## config.mk

```make
export PLATFORM = sky130hd
export DESIGN_NAME = scc_codec
export DESIGN_NICKNAME = d
export VERILOG_FILES = /design/src/rtl/scc_pkg.sv /design/src/rtl/scc_codec.sv /design/src/rtl/scc_fifo.sv
export VERILOG_INCLUDE_DIRS = /design/src /design/src/rtl
export SDC_FILE = /design/constraint.sdc
export NUM_CORES = 1
export LEC_CHECK = 0
export ABC_CLOCK_PERIOD_IN_PS = 3500
export BUFFER_PORTS_ARGS = -buffer_cell sky130_fd_sc_hd__buf_2
export CAP_MARGIN = 25
export CORE_ASPECT_RATIO = 0.8
export CORE_MARGIN = 2
export CORE_UTILIZATION = 35
export CTS_BUF_LIST = sky130_fd_sc_hd__clkbuf_4
export DETAILED_ROUTE_END_ITERATION = 16
export SYNTH_ARGS = -nofsm -noshare
export SYNTH_HDL_FRONTEND = slang
export SYNTH_HIERARCHICAL = 1
export SYNTH_SLANG_ARGS = --single-unit
```

## constraint.sdc

```tcl
create_clock -name ref_clk -period 3.5 [get_ports ref_clk]
set_input_delay 0.35 -clock ref_clk [delete_from_list [all_inputs] [get_ports ref_clk]]
set_output_delay 0.35 -clock ref_clk [all_outputs]
set_load 0.05 [all_outputs]
```

## src/rtl/scc_defs.svh

```systemverilog
// Constants of the special character codec
// Overview of operation
// Transmit characters go input register, transmit FIFO, encoder, then serial pair. The code has no input register; tx_data enters the FIFO directly.
// Bit clock comes from reference clock times 2.5, 5 or 10. The code shifts one bit per ref_clk cycle for every setting.
// Receiver locks to the selected line input and derives its bit sampling.
// Received bits are deserialized, decoded and written into the receive FIFO.
// Receive FIFO lets the host read slower or faster than arrival.
// Parallel ports handle 8-bit, 10-bit, 10-bit and 12-bit pre-encoded characters.
// With encoder bypassed, transmit and receive special-select bits are ignored.
// Link carries user data at up to 20 megabytes per second.
// 8-bit command 0000 is sent as sync pair 11000 10001, decoded back.
// 8-bit command 0001 encodes 11111 11111; 0010 encodes 01101 01101.
// 10-bit command 00 is sent as 011000 100011 and decoded back.
// 10-bit commands 01, 10, 11 encode as the listed symbol pairs.
// Special-select high sends the command bus as a special character.
// Framer enabled: realign character boundary where the sync pair is found.
// Symbols leave most significant bit first, high nibble symbol first.
// A symbol pair matching no data or command code is a decode violation.
`ifndef SCC_DEFS_SVH
`define SCC_DEFS_SVH

`define SCC_DATA_W         12
`define SCC_TXF_W          13
`define SCC_RXF_W          14
`define SCC_FIFO_DEPTH     8
`define SCC_NARROW_LEN     4'hA
`define SCC_WIDE_LEN       4'hC
`define SCC_CMD_SYNC       4'h0
`define SCC_CLK_PERIOD_NS  20
`define SCC_PLL_SETTLE_NS  200
`define SCC_PLL_SETTLE_CYC ((`SCC_PLL_SETTLE_NS + `SCC_CLK_PERIOD_NS - 1) / `SCC_CLK_PERIOD_NS)
`define SCC_LOCK_EDGES     3'h4
`define SCC_QUIET_LIMIT    6'h3F

`endif

```

## src/rtl/scc_pkg.sv

```systemverilog
// Types shared by the special character codec
package scc_pkg;
  typedef enum logic [1:0] {SCC_MULT_2P5, SCC_MULT_5, SCC_MULT_10, SCC_MULT_BAD} scc_mult_t;
  typedef enum logic {SCC_TX_SETTLE, SCC_TX_RUN} scc_tx_state_t;
endpackage

```

## src/rtl/scc_codec.sv

```systemverilog
// Special character codec: transmit encoder/serializer and receive framer/decoder
`timescale 1ns/1ps
`default_nettype none
`include "scc_defs.svh"
module scc_codec
  import scc_pkg::*;
#(
  parameter int FIFO_DEPTH = `SCC_FIFO_DEPTH
) (
  input  wire logic        ref_clk,           // Reference clock, 50 MHz
  input  wire logic        reset_n,           // Async reset, active low
  input  wire logic        char_width_select, // High: 8-bit, low: 10-bit characters
  input  wire logic        encoder_bypass,    // High: pre-encoded characters
  input  wire logic        framer_enable,     // High: search for sync pair
  input  wire logic [1:0]  pll_mult_select,   // Bit clock multiplier choice
  input  wire logic [11:0] tx_data,           // Transmit data character
  input  wire logic [3:0]  tx_command_in,     // Transmit command code
  input  wire logic        tx_special_select, // High: send command code
  input  wire logic        tx_valid,          // Transmit character offered
  output logic             tx_ready,          // Transmit FIFO has space
  output logic             serial_out_pair_p, // Serial out, true leg
  output logic             serial_out_pair_n, // Serial out, complement leg
  input  wire logic        serial_in_pair_p,  // Serial in, true leg
  output logic             pll_locked,        // Transmit bit clock settled
  output logic             rx_locked,         // Receive clock recovered
  output logic             rx_valid,          // Received character available
  input  wire logic        rx_read,           // Host takes received character
  output logic [11:0]      rx_data,           // Received data character
  output logic [3:0]       rx_command_out,    // Received command code
  output logic             rx_special_flag,   // High: command received
  output logic             rx_violation,      // High: undecodable character
  output logic             rx_overflow        // Character lost, FIFO was full
);
  localparam logic [4:0] ENC4 [16] = '{5'h1E, 5'h09, 5'h14, 5'h15, 5'h0A, 5'h0B, 5'h0E, 5'h0F,
                                        5'h12, 5'h13, 5'h16, 5'h17, 5'h1A, 5'h1B, 5'h1C, 5'h1D};
  localparam logic [5:0] ENC5 [32] = '{6'h36, 6'h11, 6'h24, 6'h25, 6'h12, 6'h13, 6'h16, 6'h17,
                                        6'h22, 6'h31, 6'h37, 6'h27, 6'h32, 6'h33, 6'h34, 6'h35,
                                        6'h3E, 6'h19, 6'h29, 6'h2D, 6'h1A, 6'h1B, 6'h1E, 6'h1F,
                                        6'h2A, 6'h2B, 6'h2E, 6'h2F, 6'h3A, 6'h3B, 6'h3C, 6'h3D};
  localparam logic [9:0] CMD_N [16] = '{10'h311, 10'h3FF, 10'h1AD, 10'h1B9, 10'h3E4, 10'h1A7,
                                         10'h327, 10'h339, 10'h084, 10'h09F, 10'h080, 10'h0E7,
                                         10'h0F9, 10'h004, 10'h01F, 10'h000};
  localparam logic [11:0] CMD_W [4] = '{12'h623, 12'hFFF, 12'h75D, 12'h779};
  localparam int PLL_CW = 8;

  function automatic logic [11:0] rev_bits(input logic [11:0] d, input logic narrow);
    logic [11:0] r;
    r = '0;
    for (int i = 0; i < 12; i++) begin
      if (narrow && i < 10) begin
        r[i] = d[9 - i];
      end else if (!narrow) begin
        r[i] = d[11 - i];
      end
    end
    return r;
  endfunction

  function automatic logic [11:0] encode_char(input logic [12:0] e, input logic narrow,
                                              input logic bypass);
    if (bypass) begin
      return rev_bits(e[11:0], narrow);
    end else if (e[12]) begin
      return narrow ? {2'h0, CMD_N[e[3:0]]} : CMD_W[e[1:0]];
    end else begin
      return narrow ? {2'h0, ENC4[e[7:4]], ENC4[e[3:0]]}
                    : {ENC5[e[9:5]], ENC5[e[4:0]]};
    end
  endfunction

  // Result is {violation, special, payload}
  function automatic logic [13:0] decode_char(input logic [11:0] w, input logic narrow,
                                              input logic bypass);
    logic       cmd_ok;
    logic       hi_ok;
    logic       lo_ok;
    logic [3:0] cmd;
    logic [4:0] hi;
    logic [4:0] lo;
    cmd_ok = 1'b0;
    hi_ok  = 1'b0;
    lo_ok  = 1'b0;
    cmd    = '0;
    hi     = '0;
    lo     = '0;
    if (bypass) begin
      return {2'b00, rev_bits(w, narrow)};
    end
    for (int i = 0; i < 32; i++) begin
      if (i < 16 && narrow && w[9:0] == CMD_N[i]) begin
        cmd_ok = 1'b1;
        cmd    = 4'(i);
      end
      if (i < 4 && !narrow && w == CMD_W[i]) begin
        cmd_ok = 1'b1;
        cmd    = 4'(i);
      end
      if (i < 16 && narrow && w[9:5] == ENC4[i]) begin
        hi_ok = 1'b1;
        hi    = 5'(i);
      end
      if (i < 16 && narrow && w[4:0] == ENC4[i]) begin
        lo_ok = 1'b1;
        lo    = 5'(i);
      end
      if (!narrow && w[11:6] == ENC5[i]) begin
        hi_ok = 1'b1;
        hi    = 5'(i);
      end
      if (!narrow && w[5:0] == ENC5[i]) begin
        lo_ok = 1'b1;
        lo    = 5'(i);
      end
    end
    if (cmd_ok) begin
      return {2'b01, 8'h00, cmd};
    end else if (hi_ok && lo_ok) begin
      return narrow ? {2'b00, 4'h0, hi[3:0], lo[3:0]} : {2'b00, 2'h0, hi, lo};
    end else begin
      return {2'b10, w};
    end
  endfunction

  // Transmit side
  scc_mult_t              pll_mode;
  scc_tx_state_t          tx_state_reg, tx_state_next;
  logic [PLL_CW-1:0]      pll_cnt_reg, pll_cnt_next;
  logic [1:0]             mult_prev_reg;
  logic [11:0]            tx_sh_reg, tx_sh_next;
  logic [3:0]             tx_cnt_reg, tx_cnt_next;
  logic                   mode_change;
  logic                   tx_load;
  logic [3:0]             tx_len;
  logic [11:0]            tx_sym;
  logic [11:0]            tx_sym_left;
  logic                   txf_out_valid;
  logic [`SCC_TXF_W-1:0]  txf_out_data;
  logic [`SCC_TXF_W-1:0]  txf_in_data;

  assign pll_mode    = scc_mult_t'(pll_mult_select);
  assign mode_change = (pll_mode == SCC_MULT_BAD) || (pll_mult_select != mult_prev_reg);
  assign tx_len      = char_width_select ? `SCC_NARROW_LEN : `SCC_WIDE_LEN;
  assign tx_load     = (tx_state_reg == SCC_TX_RUN) && (tx_cnt_reg == '0) && !mode_change;
  // Empty FIFO sends the sync pair as fill
  assign tx_sym      = txf_out_valid ? encode_char(txf_out_data, char_width_select,
                                                   encoder_bypass)
                     : (char_width_select ? {2'h0, CMD_N[`SCC_CMD_SYNC]}
                                          : CMD_W[2'(`SCC_CMD_SYNC)]);
  assign tx_sym_left = char_width_select ? {tx_sym[9:0], 2'h0} : tx_sym;
  assign txf_in_data = {tx_special_select & ~encoder_bypass,
                        (tx_special_select & ~encoder_bypass) ? {8'h00, tx_command_in}
                                                              : tx_data};
  assign pll_locked  = (tx_state_reg == SCC_TX_RUN);
  assign serial_out_pair_p = tx_sh_reg[11];
  assign serial_out_pair_n = ~tx_sh_reg[11];

  scc_fifo #(
    .WIDTH (`SCC_TXF_W),
    .DEPTH (FIFO_DEPTH)
  ) u_tx_fifo (
    .clk       (ref_clk),
    .reset_n   (reset_n),
    .in_valid  (tx_valid),
    .in_ready  (tx_ready),
    .in_data   (txf_in_data),
    .out_valid (txf_out_valid),
    .out_ready (tx_load),
    .out_data  (txf_out_data)
  );

  // Bit clock settles after any change of multiplier before bits flow
  always_comb begin
    tx_state_next = tx_state_reg;
    pll_cnt_next  = pll_cnt_reg;
    tx_sh_next    = tx_sh_reg << 1;
    tx_cnt_next   = tx_cnt_reg;
    case (tx_state_reg)
      SCC_TX_SETTLE: begin
        tx_sh_next  = '0;
        tx_cnt_next = '0;
        if (mode_change) begin
          pll_cnt_next = '0;
        end else if (pll_cnt_reg == PLL_CW'(`SCC_PLL_SETTLE_CYC - 1)) begin
          pll_cnt_next  = '0;
          tx_state_next = SCC_TX_RUN;
        end else begin
          pll_cnt_next = pll_cnt_reg + 1'b1;
        end
      end
      SCC_TX_RUN: begin
        if (mode_change) begin
          tx_state_next = SCC_TX_SETTLE;
          tx_sh_next    = '0;
          tx_cnt_next   = '0;
        end else if (tx_load) begin
          tx_sh_next  = tx_sym_left;
          tx_cnt_next = tx_len - 1'b1;
        end else begin
          tx_cnt_next = tx_cnt_reg - 1'b1;
        end
      end
      default: begin
        tx_state_next = SCC_TX_SETTLE;
      end
    endcase
  end

  always_ff @(posedge ref_clk or negedge reset_n) begin
    if (!reset_n) begin
      tx_state_reg  <= SCC_TX_SETTLE;
      pll_cnt_reg   <= '0;
      mult_prev_reg <= '0;
      tx_sh_reg     <= '0;
      tx_cnt_reg    <= '0;
    end else begin
      tx_state_reg  <= tx_state_next;
      pll_cnt_reg   <= pll_cnt_next;
      mult_prev_reg <= pll_mult_select;
      tx_sh_reg     <= tx_sh_next;
      tx_cnt_reg    <= tx_cnt_next;
    end
  end

  // Receive side
  logic                   rx_meta_reg;
  logic                   rx_bit_reg;
  logic                   rx_prev_reg, rx_prev_next;
  logic [2:0]             rx_edges_reg, rx_edges_next;
  logic [5:0]             rx_quiet_reg, rx_quiet_next;
  logic                   rx_locked_reg, rx_locked_next;
  logic [11:0]            rx_sh_reg, rx_sh_next;
  logic [3:0]             rx_cnt_reg, rx_cnt_next;
  logic                   rx_ovf_reg, rx_ovf_next;
  logic                   rx_sync_hit;
  logic                   rx_push;
  logic                   rxf_in_ready;
  logic [`SCC_RXF_W-1:0]  rxf_in_data;
  logic [`SCC_RXF_W-1:0]  rxf_out_data;

  assign rx_sh_next  = {rx_sh_reg[10:0], rx_bit_reg};
  assign rx_sync_hit = framer_enable && rx_locked_reg &&
                       (char_width_select ? (rx_sh_next[9:0] == CMD_N[`SCC_CMD_SYNC])
                                          : (rx_sh_next == CMD_W[2'(`SCC_CMD_SYNC)]));
  assign rx_push     = rx_locked_reg && (rx_sync_hit || rx_cnt_reg == tx_len - 1'b1);
  assign rxf_in_data = decode_char(rx_sh_next, char_width_select, encoder_bypass);
  assign rx_locked       = rx_locked_reg;
  assign rx_overflow     = rx_ovf_reg;
  assign rx_special_flag = rxf_out_data[12];
  assign rx_violation    = rxf_out_data[13];
  assign rx_command_out  = rxf_out_data[12] ? rxf_out_data[3:0] : 4'h0;
  assign rx_data         = rxf_out_data[12] ? 12'h000 : rxf_out_data[11:0];

  scc_fifo #(
    .WIDTH (`SCC_RXF_W),
    .DEPTH (FIFO_DEPTH)
  ) u_rx_fifo (
    .clk       (ref_clk),
    .reset_n   (reset_n),
    .in_valid  (rx_push),
    .in_ready  (rxf_in_ready),
    .in_data   (rxf_in_data),
    .out_valid (rx_valid),
    .out_ready (rx_read),
    .out_data  (rxf_out_data)
  );

  always_comb begin
    rx_prev_next   = rx_bit_reg;
    rx_edges_next  = rx_edges_reg;
    rx_locked_next = rx_locked_reg;
    rx_quiet_next  = (rx_bit_reg != rx_prev_reg) ? 6'h00 : rx_quiet_reg + 1'b1;
    if (rx_quiet_reg == `SCC_QUIET_LIMIT) begin
      rx_locked_next = 1'b0;
      rx_edges_next  = '0;
      rx_quiet_next  = '0;
    end else if (rx_bit_reg != rx_prev_reg && !rx_locked_reg) begin
      rx_edges_next = rx_edges_reg + 1'b1;
      if (rx_edges_reg == `SCC_LOCK_EDGES - 1'b1) begin
        rx_locked_next = 1'b1;
      end
    end
    rx_cnt_next = !rx_locked_reg ? 4'h0 : (rx_push ? 4'h0 : rx_cnt_reg + 1'b1);
    // A new loss wins over the host read that clears the flag
    rx_ovf_next = (rx_push && !rxf_in_ready) || (rx_ovf_reg && !(rx_valid && rx_read));
  end

  always_ff @(posedge ref_clk or negedge reset_n) begin
    if (!reset_n) begin
      rx_meta_reg   <= 1'b0;
      rx_bit_reg    <= 1'b0;
      rx_prev_reg   <= 1'b0;
      rx_edges_reg  <= '0;
      rx_quiet_reg  <= '0;
      rx_locked_reg <= 1'b0;
      rx_sh_reg     <= '0;
      rx_cnt_reg    <= '0;
      rx_ovf_reg    <= 1'b0;
    end else begin
      rx_meta_reg   <= serial_in_pair_p;
      rx_bit_reg    <= rx_meta_reg;
      rx_prev_reg   <= rx_prev_next;
      rx_edges_reg  <= rx_edges_next;
      rx_quiet_reg  <= rx_quiet_next;
      rx_locked_reg <= rx_locked_next;
      rx_sh_reg     <= rx_sh_next;
      rx_cnt_reg    <= rx_cnt_next;
      rx_ovf_reg    <= rx_ovf_next;
    end
  end
endmodule
`default_nettype wire

```

## src/rtl/scc_fifo.sv

```systemverilog
// Flip-flop FIFO with valid/ready on both sides
`timescale 1ns/1ps
`default_nettype none
`include "scc_defs.svh"
module scc_fifo #(
  parameter int WIDTH = `SCC_TXF_W,
  parameter int DEPTH = `SCC_FIFO_DEPTH
) (
  input  wire logic             clk,       // Clock
  input  wire logic             reset_n,   // Async reset, active low
  input  wire logic             in_valid,  // Write request
  output logic                  in_ready,  // Space available
  input  wire logic [WIDTH-1:0] in_data,   // Write word
  output logic                  out_valid, // Word available
  input  wire logic             out_ready, // Read acknowledge
  output logic      [WIDTH-1:0] out_data   // Oldest word
);
  localparam int AW = (DEPTH > 1) ? $clog2(DEPTH) : 1;
  localparam int CW = AW + 1;

  logic [WIDTH-1:0] mem_reg  [DEPTH];
  logic [WIDTH-1:0] mem_next [DEPTH];
  logic [AW-1:0]    wr_ptr_reg, wr_ptr_next;
  logic [AW-1:0]    rd_ptr_reg, rd_ptr_next;
  logic [CW-1:0]    count_reg, count_next;
  logic             wr;
  logic             rd;

  function automatic logic [AW-1:0] ptr_inc(input logic [AW-1:0] p);
    ptr_inc = (p == AW'(DEPTH - 1)) ? '0 : p + 1'b1;
  endfunction

  assign in_ready  = (count_reg != CW'(DEPTH));
  assign out_valid = (count_reg != '0);
  assign out_data  = mem_reg[rd_ptr_reg];
  assign wr        = in_valid & in_ready;
  assign rd        = out_valid & out_ready;

  // Independent write and read sides decouple the two character rates
  always_comb begin
    mem_next = mem_reg;
    if (wr) begin
      mem_next[wr_ptr_reg] = in_data;
    end
    wr_ptr_next = wr ? ptr_inc(wr_ptr_reg) : wr_ptr_reg;
    rd_ptr_next = rd ? ptr_inc(rd_ptr_reg) : rd_ptr_reg;
    count_next  = count_reg + CW'(wr) - CW'(rd);
  end

  always_ff @(posedge clk or negedge reset_n) begin
    if (!reset_n) begin
      for (int i = 0; i < DEPTH; i++) begin
        mem_reg[i] <= '0;
      end
      wr_ptr_reg <= '0;
      rd_ptr_reg <= '0;
      count_reg  <= '0;
    end else begin
      mem_reg    <= mem_next;
      wr_ptr_reg <= wr_ptr_next;
      rd_ptr_reg <= rd_ptr_next;
      count_reg  <= count_next;
    end
  end
endmodule
`default_nettype wire

```

Yosys cells after proc, flatten, opt, wreduce, memory -nomap -nowiden
Memories as Yosys holds them, arrays and structs flattened.
Index checks and enable logic that the tools add are counted.
{"block": "totals", "register_bits": 292, "mem_bits_ro": 704, "output_inout_bits": 25, "wordCells": 675, "memories": 5}
{"block": "op_classes", "n_addsub": 14, "order_cmp": 11, "eq_ne": 128, "muxes": 321, "bitwise_logic": 17, "n_reduce_logical": 143}
{"memory": "(name not given)", "words": 32, "width": 6, "rd": 1, "rd_ports_with_merged_regs": 0, "wr": 0, "line_no": "scc_codec.sv:67", "text": ": {ENC5[e[9:5]], ENC5[e[4:0]]};"}
{"memory": "(name not given)", "words": 32, "width": 6, "rd": 1, "rd_ports_with_merged_regs": 0, "wr": 0, "line_no": "scc_codec.sv:67"}
{"memory": "(name not given)", "words": 16, "width": 10, "rd": 1, "rd_ports_with_merged_regs": 0, "wr": 0, "line_no": "scc_codec.sv:64", "text": "return narrow ? {2'h0, CMD_N[e[3:0]]} : CMD_W[e[1:0]];"}
{"memory": "(name not given)", "words": 16, "width": 5, "rd": 1, "rd_ports_with_merged_regs": 0, "wr": 0, "line_no": "scc_codec.sv:66", "text": "return narrow ? {2'h0, ENC4[e[7:4]], ENC4[e[3:0]]}"}
{"memory": "(name not given)", "words": 16, "width": 5, "rd": 1, "rd_ports_with_merged_regs": 0, "wr": 0, "line_no": "scc_codec.sv:66"}
{"operator": "5-bit two-way mux", "count": 94}
{"operator": "6-bit equality test, second input constant", "count": 45}
{"operator": "1-bit two-way mux", "count": 154}
{"operator": "12-bit two-way mux", "count": 12}
{"operator": "1-bit logical AND", "count": 128}
{"operator": "6-bit by 5-bit equality test with 1-bit output, second input constant", "count": 20}
{"operator": "112-bit bitwise mux", "count": 1}
{"operator": "5-bit equality test, second input constant", "count": 22}
{"operator": "104-bit bitwise mux", "count": 1}
{"operator": "14-bit two-way mux", "count": 7}
{"operator": "4-bit two-way mux", "count": 22}
{"operator": "10-bit equality test, second input constant", "count": 5}
{"operator": "10-bit by 8-bit equality test with 1-bit output, second input constant", "count": 5}
{"operator": "5-bit by 4-bit equality test with 1-bit output, second input constant", "count": 10}
{"operator": "14-bit binary-select mux with 3-bit select", "count": 1}
{"operator": "14-bit demux with 3-bit select", "count": 1}
{"operator": "13-bit binary-select mux with 3-bit select", "count": 1}
{"operator": "13-bit demux with 3-bit select", "count": 1}
{"operator": "13-bit two-way mux", "count": 3}
{"operator": "12-bit by 11-bit equality test with 1-bit output, second input constant", "count": 3}
{"operator": "6-bit two-way mux", "count": 6}
{"operator": "10-bit by 9-bit equality test with 1-bit output, second input constant", "count": 3}
{"operator": "10-bit two-way mux", "count": 3}
{"operator": "12-bit binary-select mux with 2-bit select", "count": 1}
{"operator": "other kinds (42)", "count": 85}

Depth between registers and ports, before layout
{"block": "depth", "depth_word": 56, "mapped_depth": 17}

Cells and area by module
The synthesis kept the hierarchy.
{"mod": "scc_codec", "n_inst": 1, "cells_per_inst": 767, "area_each_um2": 5856.9, "seq_area_each_um2": 1376.3}
{"mod": "scc_fifo (u_rx_fifo)", "n_inst": 1, "cells_per_inst": 342, "area_each_um2": 5709.2, "seq_area_each_um2": 3052.9}
{"mod": "scc_fifo (u_tx_fifo)", "n_inst": 1, "cells_per_inst": 322, "area_each_um2": 5372.7, "seq_area_each_um2": 2852.7}

Worst setup path before layout
Ideal clock, no wire load.
{"block": "synth_timing", "kind": "flip-flop to flip-flop", "from": "register u_tx_fifo.rd_ptr_reg[0]", "to": "register tx_sh_reg[1]", "arrival_time_ps": 3296, "path_slack_ps": 73, "path_stages_with_launch": 14, "n_path_buf": 2, "synth_period_minus_slack_ps": 3427, "cell_sequence": "dfrtp_1 -> buf_2 -> buf_2 -> mux4_2 -> mux2_2 -> inv_1 -> ha_1 -> or4b_1 -> a21oi_1 -> a21oi_1 -> o31ai_1 -> a211oi_1 -> a21oi_1 -> nor2_1"}
{"block": "synth_via", "elab_chain_cells": 16}
{"item": "start: declaration", "line_no": "scc_fifo.sv:24", "text": "logic [AW-1:0] rd_ptr_reg, rd_ptr_next;"}
{"item": "start signal: assignment", "line_no": "scc_fifo.sv:61", "text": "rd_ptr_reg <= rd_ptr_next;"}
{"item": "3-bit NOT with 4-bit output (implied by the code) *", "line_no": "scc_fifo.sv:35", "text": "assign out_data = mem_reg[rd_ptr_reg];"}
{"item": "13-bit binary-select mux with 3-bit select *", "line_no": "scc_fifo.sv:35"}
{"item": "13-bit two-way mux (implied by the code) * (2 in series)", "line_no": "scc_fifo.sv:35"}
{"item": "named net txf_out_data[1]", "line_no": "scc_codec.sv:137", "text": "logic [`SCC_TXF_W-1:0] txf_out_data;"}
{"item": "5-bit NOT with 6-bit output (implied by the code), or another cell as far along", "line_no": "scc_codec.sv:67"}
{"item": "memory read 32 x 6 bit, or another cell as far along"}
{"item": "6-bit two-way mux (implied by the code), or another cell as far along (2 in series)", "line_no": "scc_codec.sv:67"}
{"item": "12-bit two-way mux (on tied branches)", "line_no": "scc_codec.sv:66, scc_codec.sv:64"}
{"item": "12-bit two-way mux *", "line_no": "scc_codec.sv:63", "text": "end else if (e[12]) begin"}
{"item": "12-bit two-way mux *", "line_no": "scc_codec.sv:61", "text": "if (bypass) begin"}
{"item": "12-bit two-way mux *", "line_no": "scc_codec.sv:145", "text": "assign tx_sym = txf_out_valid ? encode_char(txf_out_data, char_width_select,"}
{"item": "12-bit two-way mux *", "line_no": "scc_codec.sv:149", "text": "assign tx_sym_left = char_width_select ? {tx_sym[9:0], 2'h0} : tx_sym;"}
{"item": "12-bit two-way mux *", "line_no": "scc_codec.sv:195", "text": "end else if (tx_load) begin"}
{"item": "12-bit two-way mux *", "line_no": "scc_codec.sv:191", "text": "if (mode_change) begin"}
{"item": "12-bit one-hot mux with 2 select lines *", "line_no": "scc_codec.sv:177", "text": "case (tx_state_reg)"}
{"item": "named net tx_sh_next[1]", "line_no": "scc_codec.sv:129", "text": "logic [11:0] tx_sh_reg, tx_sh_next;"}
{"item": "end signal: assignment", "line_no": "scc_codec.sv:219", "text": "tx_sh_reg <= tx_sh_next;"}
{"item": "end: declaration", "line_no": "scc_codec.sv:129"}
Mark *: on every way through the listed nets, which the timed path passes. The rest lies on a longest branch. The select of a mux whose other input is x is not followed.
A chain may end at the register's enable or synchronous reset.

Worst setup path after layout
{"block": "layout_timing", "from": "register rx_sh_reg[8]", "to": "register u_rx_fifo/mem_reg[88] (netlist name)"}
{"block": "layout_via", "elab_chain_cells": 56}
{"item": "start: declaration", "line_no": "scc_codec.sv:231", "text": "logic [11:0] rx_sh_reg, rx_sh_next;"}
{"item": "start signal: assignment", "line_no": "scc_codec.sv:305", "text": "rx_sh_reg <= rx_sh_next;"}
{"item": "5-bit equality test", "line_no": "scc_codec.sv:98", "text": "if (i < 16 && narrow && w[9:5] == ENC4[i]) begin"}
{"item": "1-bit logical AND", "line_no": "scc_codec.sv:98"}
{"item": "1-bit two-way mux", "line_no": "scc_codec.sv:98"}
{"item": "1-bit two-way mux", "line_no": "scc_codec.sv:106", "text": "if (!narrow && w[11:6] == ENC5[i]) begin"}
{"item": "1-bit two-way mux", "line_no": "scc_codec.sv:98"}
{"item": "1-bit two-way mux", "line_no": "scc_codec.sv:106"}
{"item": "1-bit two-way mux", "line_no": "scc_codec.sv:98"}
{"item": "1-bit two-way mux", "line_no": "scc_codec.sv:106"}
{"item": "[... 25 more ...]"}
{"item": "1-bit two-way mux (17 in series)", "line_no": "scc_codec.sv:106"}
{"item": "1-bit two-way mux", "line_no": "scc_codec.sv:89", "text": "for (int i = 0; i < 32; i++) begin"}
{"item": "1-bit logical AND", "line_no": "scc_codec.sv:117", "text": "end else if (hi_ok && lo_ok) begin"}
{"item": "14-bit two-way mux", "line_no": "scc_codec.sv:117"}
{"item": "14-bit two-way mux *", "line_no": "scc_codec.sv:115", "text": "if (cmd_ok) begin"}
{"item": "14-bit two-way mux *", "line_no": "scc_codec.sv:89"}
{"item": "named net rxf_in_data[4]", "line_no": "scc_codec.sv:237", "text": "logic [`SCC_RXF_W-1:0] rxf_in_data;"}
{"item": "112-bit bitwise mux *", "line_no": "scc_fifo.sv:43", "text": "mem_next[wr_ptr_reg] = in_data;"}
{"item": "end signal: assignment", "line_no": "scc_fifo.sv:59", "text": "mem_reg <= mem_next;"}
{"item": "end: declaration", "line_no": "scc_fifo.sv:21", "text": "logic [WIDTH-1:0] mem_reg [DEPTH];"}
Marked as above.

==> impl_metrics.toml <==
[outcome]
status = "complete, no violations"

[floorplan]
die_w_um = 250
die_area_mm2 = 0.0502
dieHeight_um = 201
initial_core_util_pct = 35.2
rows = 72
core_mm2 = 0.0481
io-pin-count = 52

[synthesis]
syn-num-nets = 1501
synth.ff_latch_count = 291
synth_most_common_cell = "dfrtp_1"
netlist.area_leader.share_pct = 43.0
synth_common_cells = "291 x dfrtp_1, 213 x mux2_2, 69 x nand2_1, 66 x nor2_1, 64 x a21oi_1"
ys.flop_type = "dfrtp_1"
syn_area_mm2 = 0.0169
yosysWarnings = 6
synthCells = 1431
yosys-top-cells-area = "dfrtp_1 43%, mux2_2 14%, mux4_2 7.3%"
ys_seq_area_share_pct = 43.0
syn-mean-instance-area_um2 = 11.8
yosysTopAreaCell = "dfrtp_1"
ys_types = 99
async_reset_ff_share_pct = 100
synth_edf_count = 0

[detailed_routing]
drt-pass1-iter-count = 5
vias = 12301
wl_per_cell_um = 18.8
remaining_drc_errors = 0
antenna_left = 0
vias_per_cell = 5.45
initialDrtViolationCount = 1100
wirelength_um = 42300

[cts]
cts_max_path_buffers = 3
cts.sinks = 291
clk_latency_ns = 0.77
ctsHtreeMaxLevel = 3
tritoncts = "yes"
cts_buffers = 85
clk_pin_slew_ns = 0.06
cts-root-buf = "clkbuf_4"

[power_and_ir_drop]
p_leak_uw = 0.00891
power_frac_seq_pct = 38.3
p_int_uw = 8030
p_per_area_mw_per_mm2 = 621
power_frac_comb_pct = 35.5
sw_frac_of_total_pct = 33.9
vdd_ir_drop_max_mv = 0.232
netSwitchingPower_uw = 4110
power_frac_clock_pct = 26.2

[sta]
setup_viol = 0
fmaxAchievable_mhz = 304
rsz0062_at_grt = "false"
period_needed_ns = 3.29
tightest_slew_ns = 0.808
period_share_pct = 94.1
relSlewSlack_pct = 45.9
fin_tns_setup_ns = 0
hold_violations = 0
slew_violations = 0
worst_clock_skew_ns = 0.0464

[global_route]
grt_use_total_pct = 17.1
grt_pass1_vias = 12555
antenna_found_initial = 1
grt_max_degree = 91
grt_pass1_wl_um = 68900
grt_overflow = 0

[worst_setup_path]
cp_slowest_cell = "dfrtp_1"
crit_chain = "nand4bb_1, a211oi_1, or3_1, nor4_2, a22oi_2, buf_6, or4b_1, o211ai_2, mux2_2"
crit_path_end_kind = "register"
cp_data_arrival_time_ns = 3.96
start_kind = "register"
worstSetupPathType = "reg2reg"
max_stage_delay_ns = 0.66
cp_max_fo = 16
critPathRequiredTime_ns = 4.17

[final_layout]
drive_above_1_share_pct = 39.3
multi_input_area_mm2 = 0.00898
largest_register_ffs = 112
regArea_mm2 = 0.00729
finalInstanceArea_mm2 = 0.0196
fillers = 4580
syn2layout_area_growth_pct = 15.5
finalNetCount = 1642

[place]
portBuffers = 51
dp_hpwl_um = 27800
place_area_mm2 = 0.0183
gp_congestion = 0.937

[min_path]
hp-class = "in2reg"

[flow_run]
drv_cap = 0
## critical path, delay by kind of cell (launching register included)
kind / cells / cell delay, ns
AO/OA/AOI/OAI: 3 / 0.45
flip-flops: 1 / 0.66
multiplexers: 1 / 0.23
buffers and inverters: 1 / 0.19
AND/OR/NAND/NOR: 4 / 1.68
## cell families (layout without fill, tap and decap cells)
family          count (synthesis)  count (layout)  share of synthesized area [%]
compound gates                235             235                           9.40
xor+xnor                       21              21                           1.09
fa+ha+maj                      43              43                           3.26
buf+inv                       153             347                           4.43
flops                         291             291                           43.0
mux                           331             331                           26.7
other cells                     0               1                              0
simple gates                  357             357                           12.2
## metal layers
layer | GRT usage, % | vias to the layer above | routed length [um]
met5 | 0 | - | 0
met4 | 5.92 | 0 | 738
met3 | 3.50 | 57 | 2690
met2 | 24.2 | 371 | 18300
met1 | 25.6 | 6255 | 20600
li1 | - | 5618 | -
## power groups by stage
stage,clock network [uW],logic [uW],registers (uW)
after floorplan,0,3280,4520
after global placement,0,4140,4670
after detailed placement,0,4240,4700
after CTS,3330,4280,4650
after global routing,3520,4710,4750
final,3190,4300,4650
## stage by stage
stage / power, uW / utilization [%] / cells / hold WS [ns] / setup WS (ns)
global route: 13000 / 40.7 / 2255 / 0.0922 / 0.00851
CTS: 12300 / 40.6 / 2252 / 0.0115 / 0.0927
global placement: 8820 / 38.1 / 2097 / 0.381 / 0.154
floorplan: 7800 / - / 1431 / 0.0544 / 0.0725
finish: 12100 / 40.7 / 2255 / 0.0979 / 0.207
detailed placement: 8940 / 38.1 / 2097 / 0.368 / 0.115
## area by class of cell
| class | instances | area share, % |
|---|---|---|
| sequential | 291 | 37.2 |
| clock buffer | 121 | 4.64 |
| multi-input combinational | 987 | 45.9 |
| inverter | 41 | 0.787 |
| tap | 629 | 4.02 |
| antenna | 1 | 0.0128 |
| timing repair buffer | 166 | 6.69 |
| clock inverter | 19 | 0.697 |
## cells in the final DEF (no fill, tap or decap), types with 7 or more instances in the layout
cell type | Yosys | final
clkinv_1 | 0 | 13
o211ai_1 | 9 | 9
dfrtp_1 | 291 | 289
buf_4 | 3 | 86
a21oi_1 | 64 | 64
nor3b_1 | 8 | 8
mux2i_1 | 13 | 13
nand3b_1 | 15 | 15
nand3_1 | 32 | 32
inv_1 | 40 | 39
nor2_1 | 66 | 66
nor3_1 | 21 | 16
nand2_1 | 69 | 69
xnor2_1 | 11 | 11
nor4_1 | 10 | 10
buf_2 | 47 | 51
nand2b_1 | 23 | 23
a31oi_1 | 9 | 9
a211oi_1 | 12 | 12
o21ai_0 | 53 | 53
dlygate4sd3_1 | 0 | 15
mux2_4 | 50 | 51
buf_12 | 0 | 11
mux4_2 | 55 | 55
xor2_1 | 10 | 10
and2_1 | 16 | 16
or4_1 | 8 | 8
or4b_1 | 7 | 7
ha_1 | 41 | 40
o311ai_0 | 8 | 7
nor2b_1 | 27 | 27
mux2_2 | 213 | 212
clkbuf_4 | 0 | 121
and3_1 | 9 | 9
o31ai_1 | 7 | 7
## repair_timing
action,CTS,global route
gates resized for setup,0,10
setup endpoints to repair,0,42
buffers inserted,0,1
endpoints found under the hold margin,124,0
hold buffers,15,0
## final timing paths
kind,cells past startpoint,from,slack [ns],endpoint
setup / recovery,9,rx_sh_reg[8],0.21,u_rx_fifo/mem_reg[88]
hold / removal,5,framer_enable,0.1,rx_cnt_reg[0]
setup reg to reg,9,rx_sh_reg[8],0.21,u_rx_fifo/mem_reg[88]
hold reg to reg,0,rx_meta_reg,0.38,rx_bit_reg
max in group asynchronous,3,reset_n,2.35,u_rx_fifo/mem_reg[64]
min in group asynchronous,2,reset_n,0.18,u_tx_fifo/mem_reg[65]
Note: power is estimated with default switching activity, not from simulation.
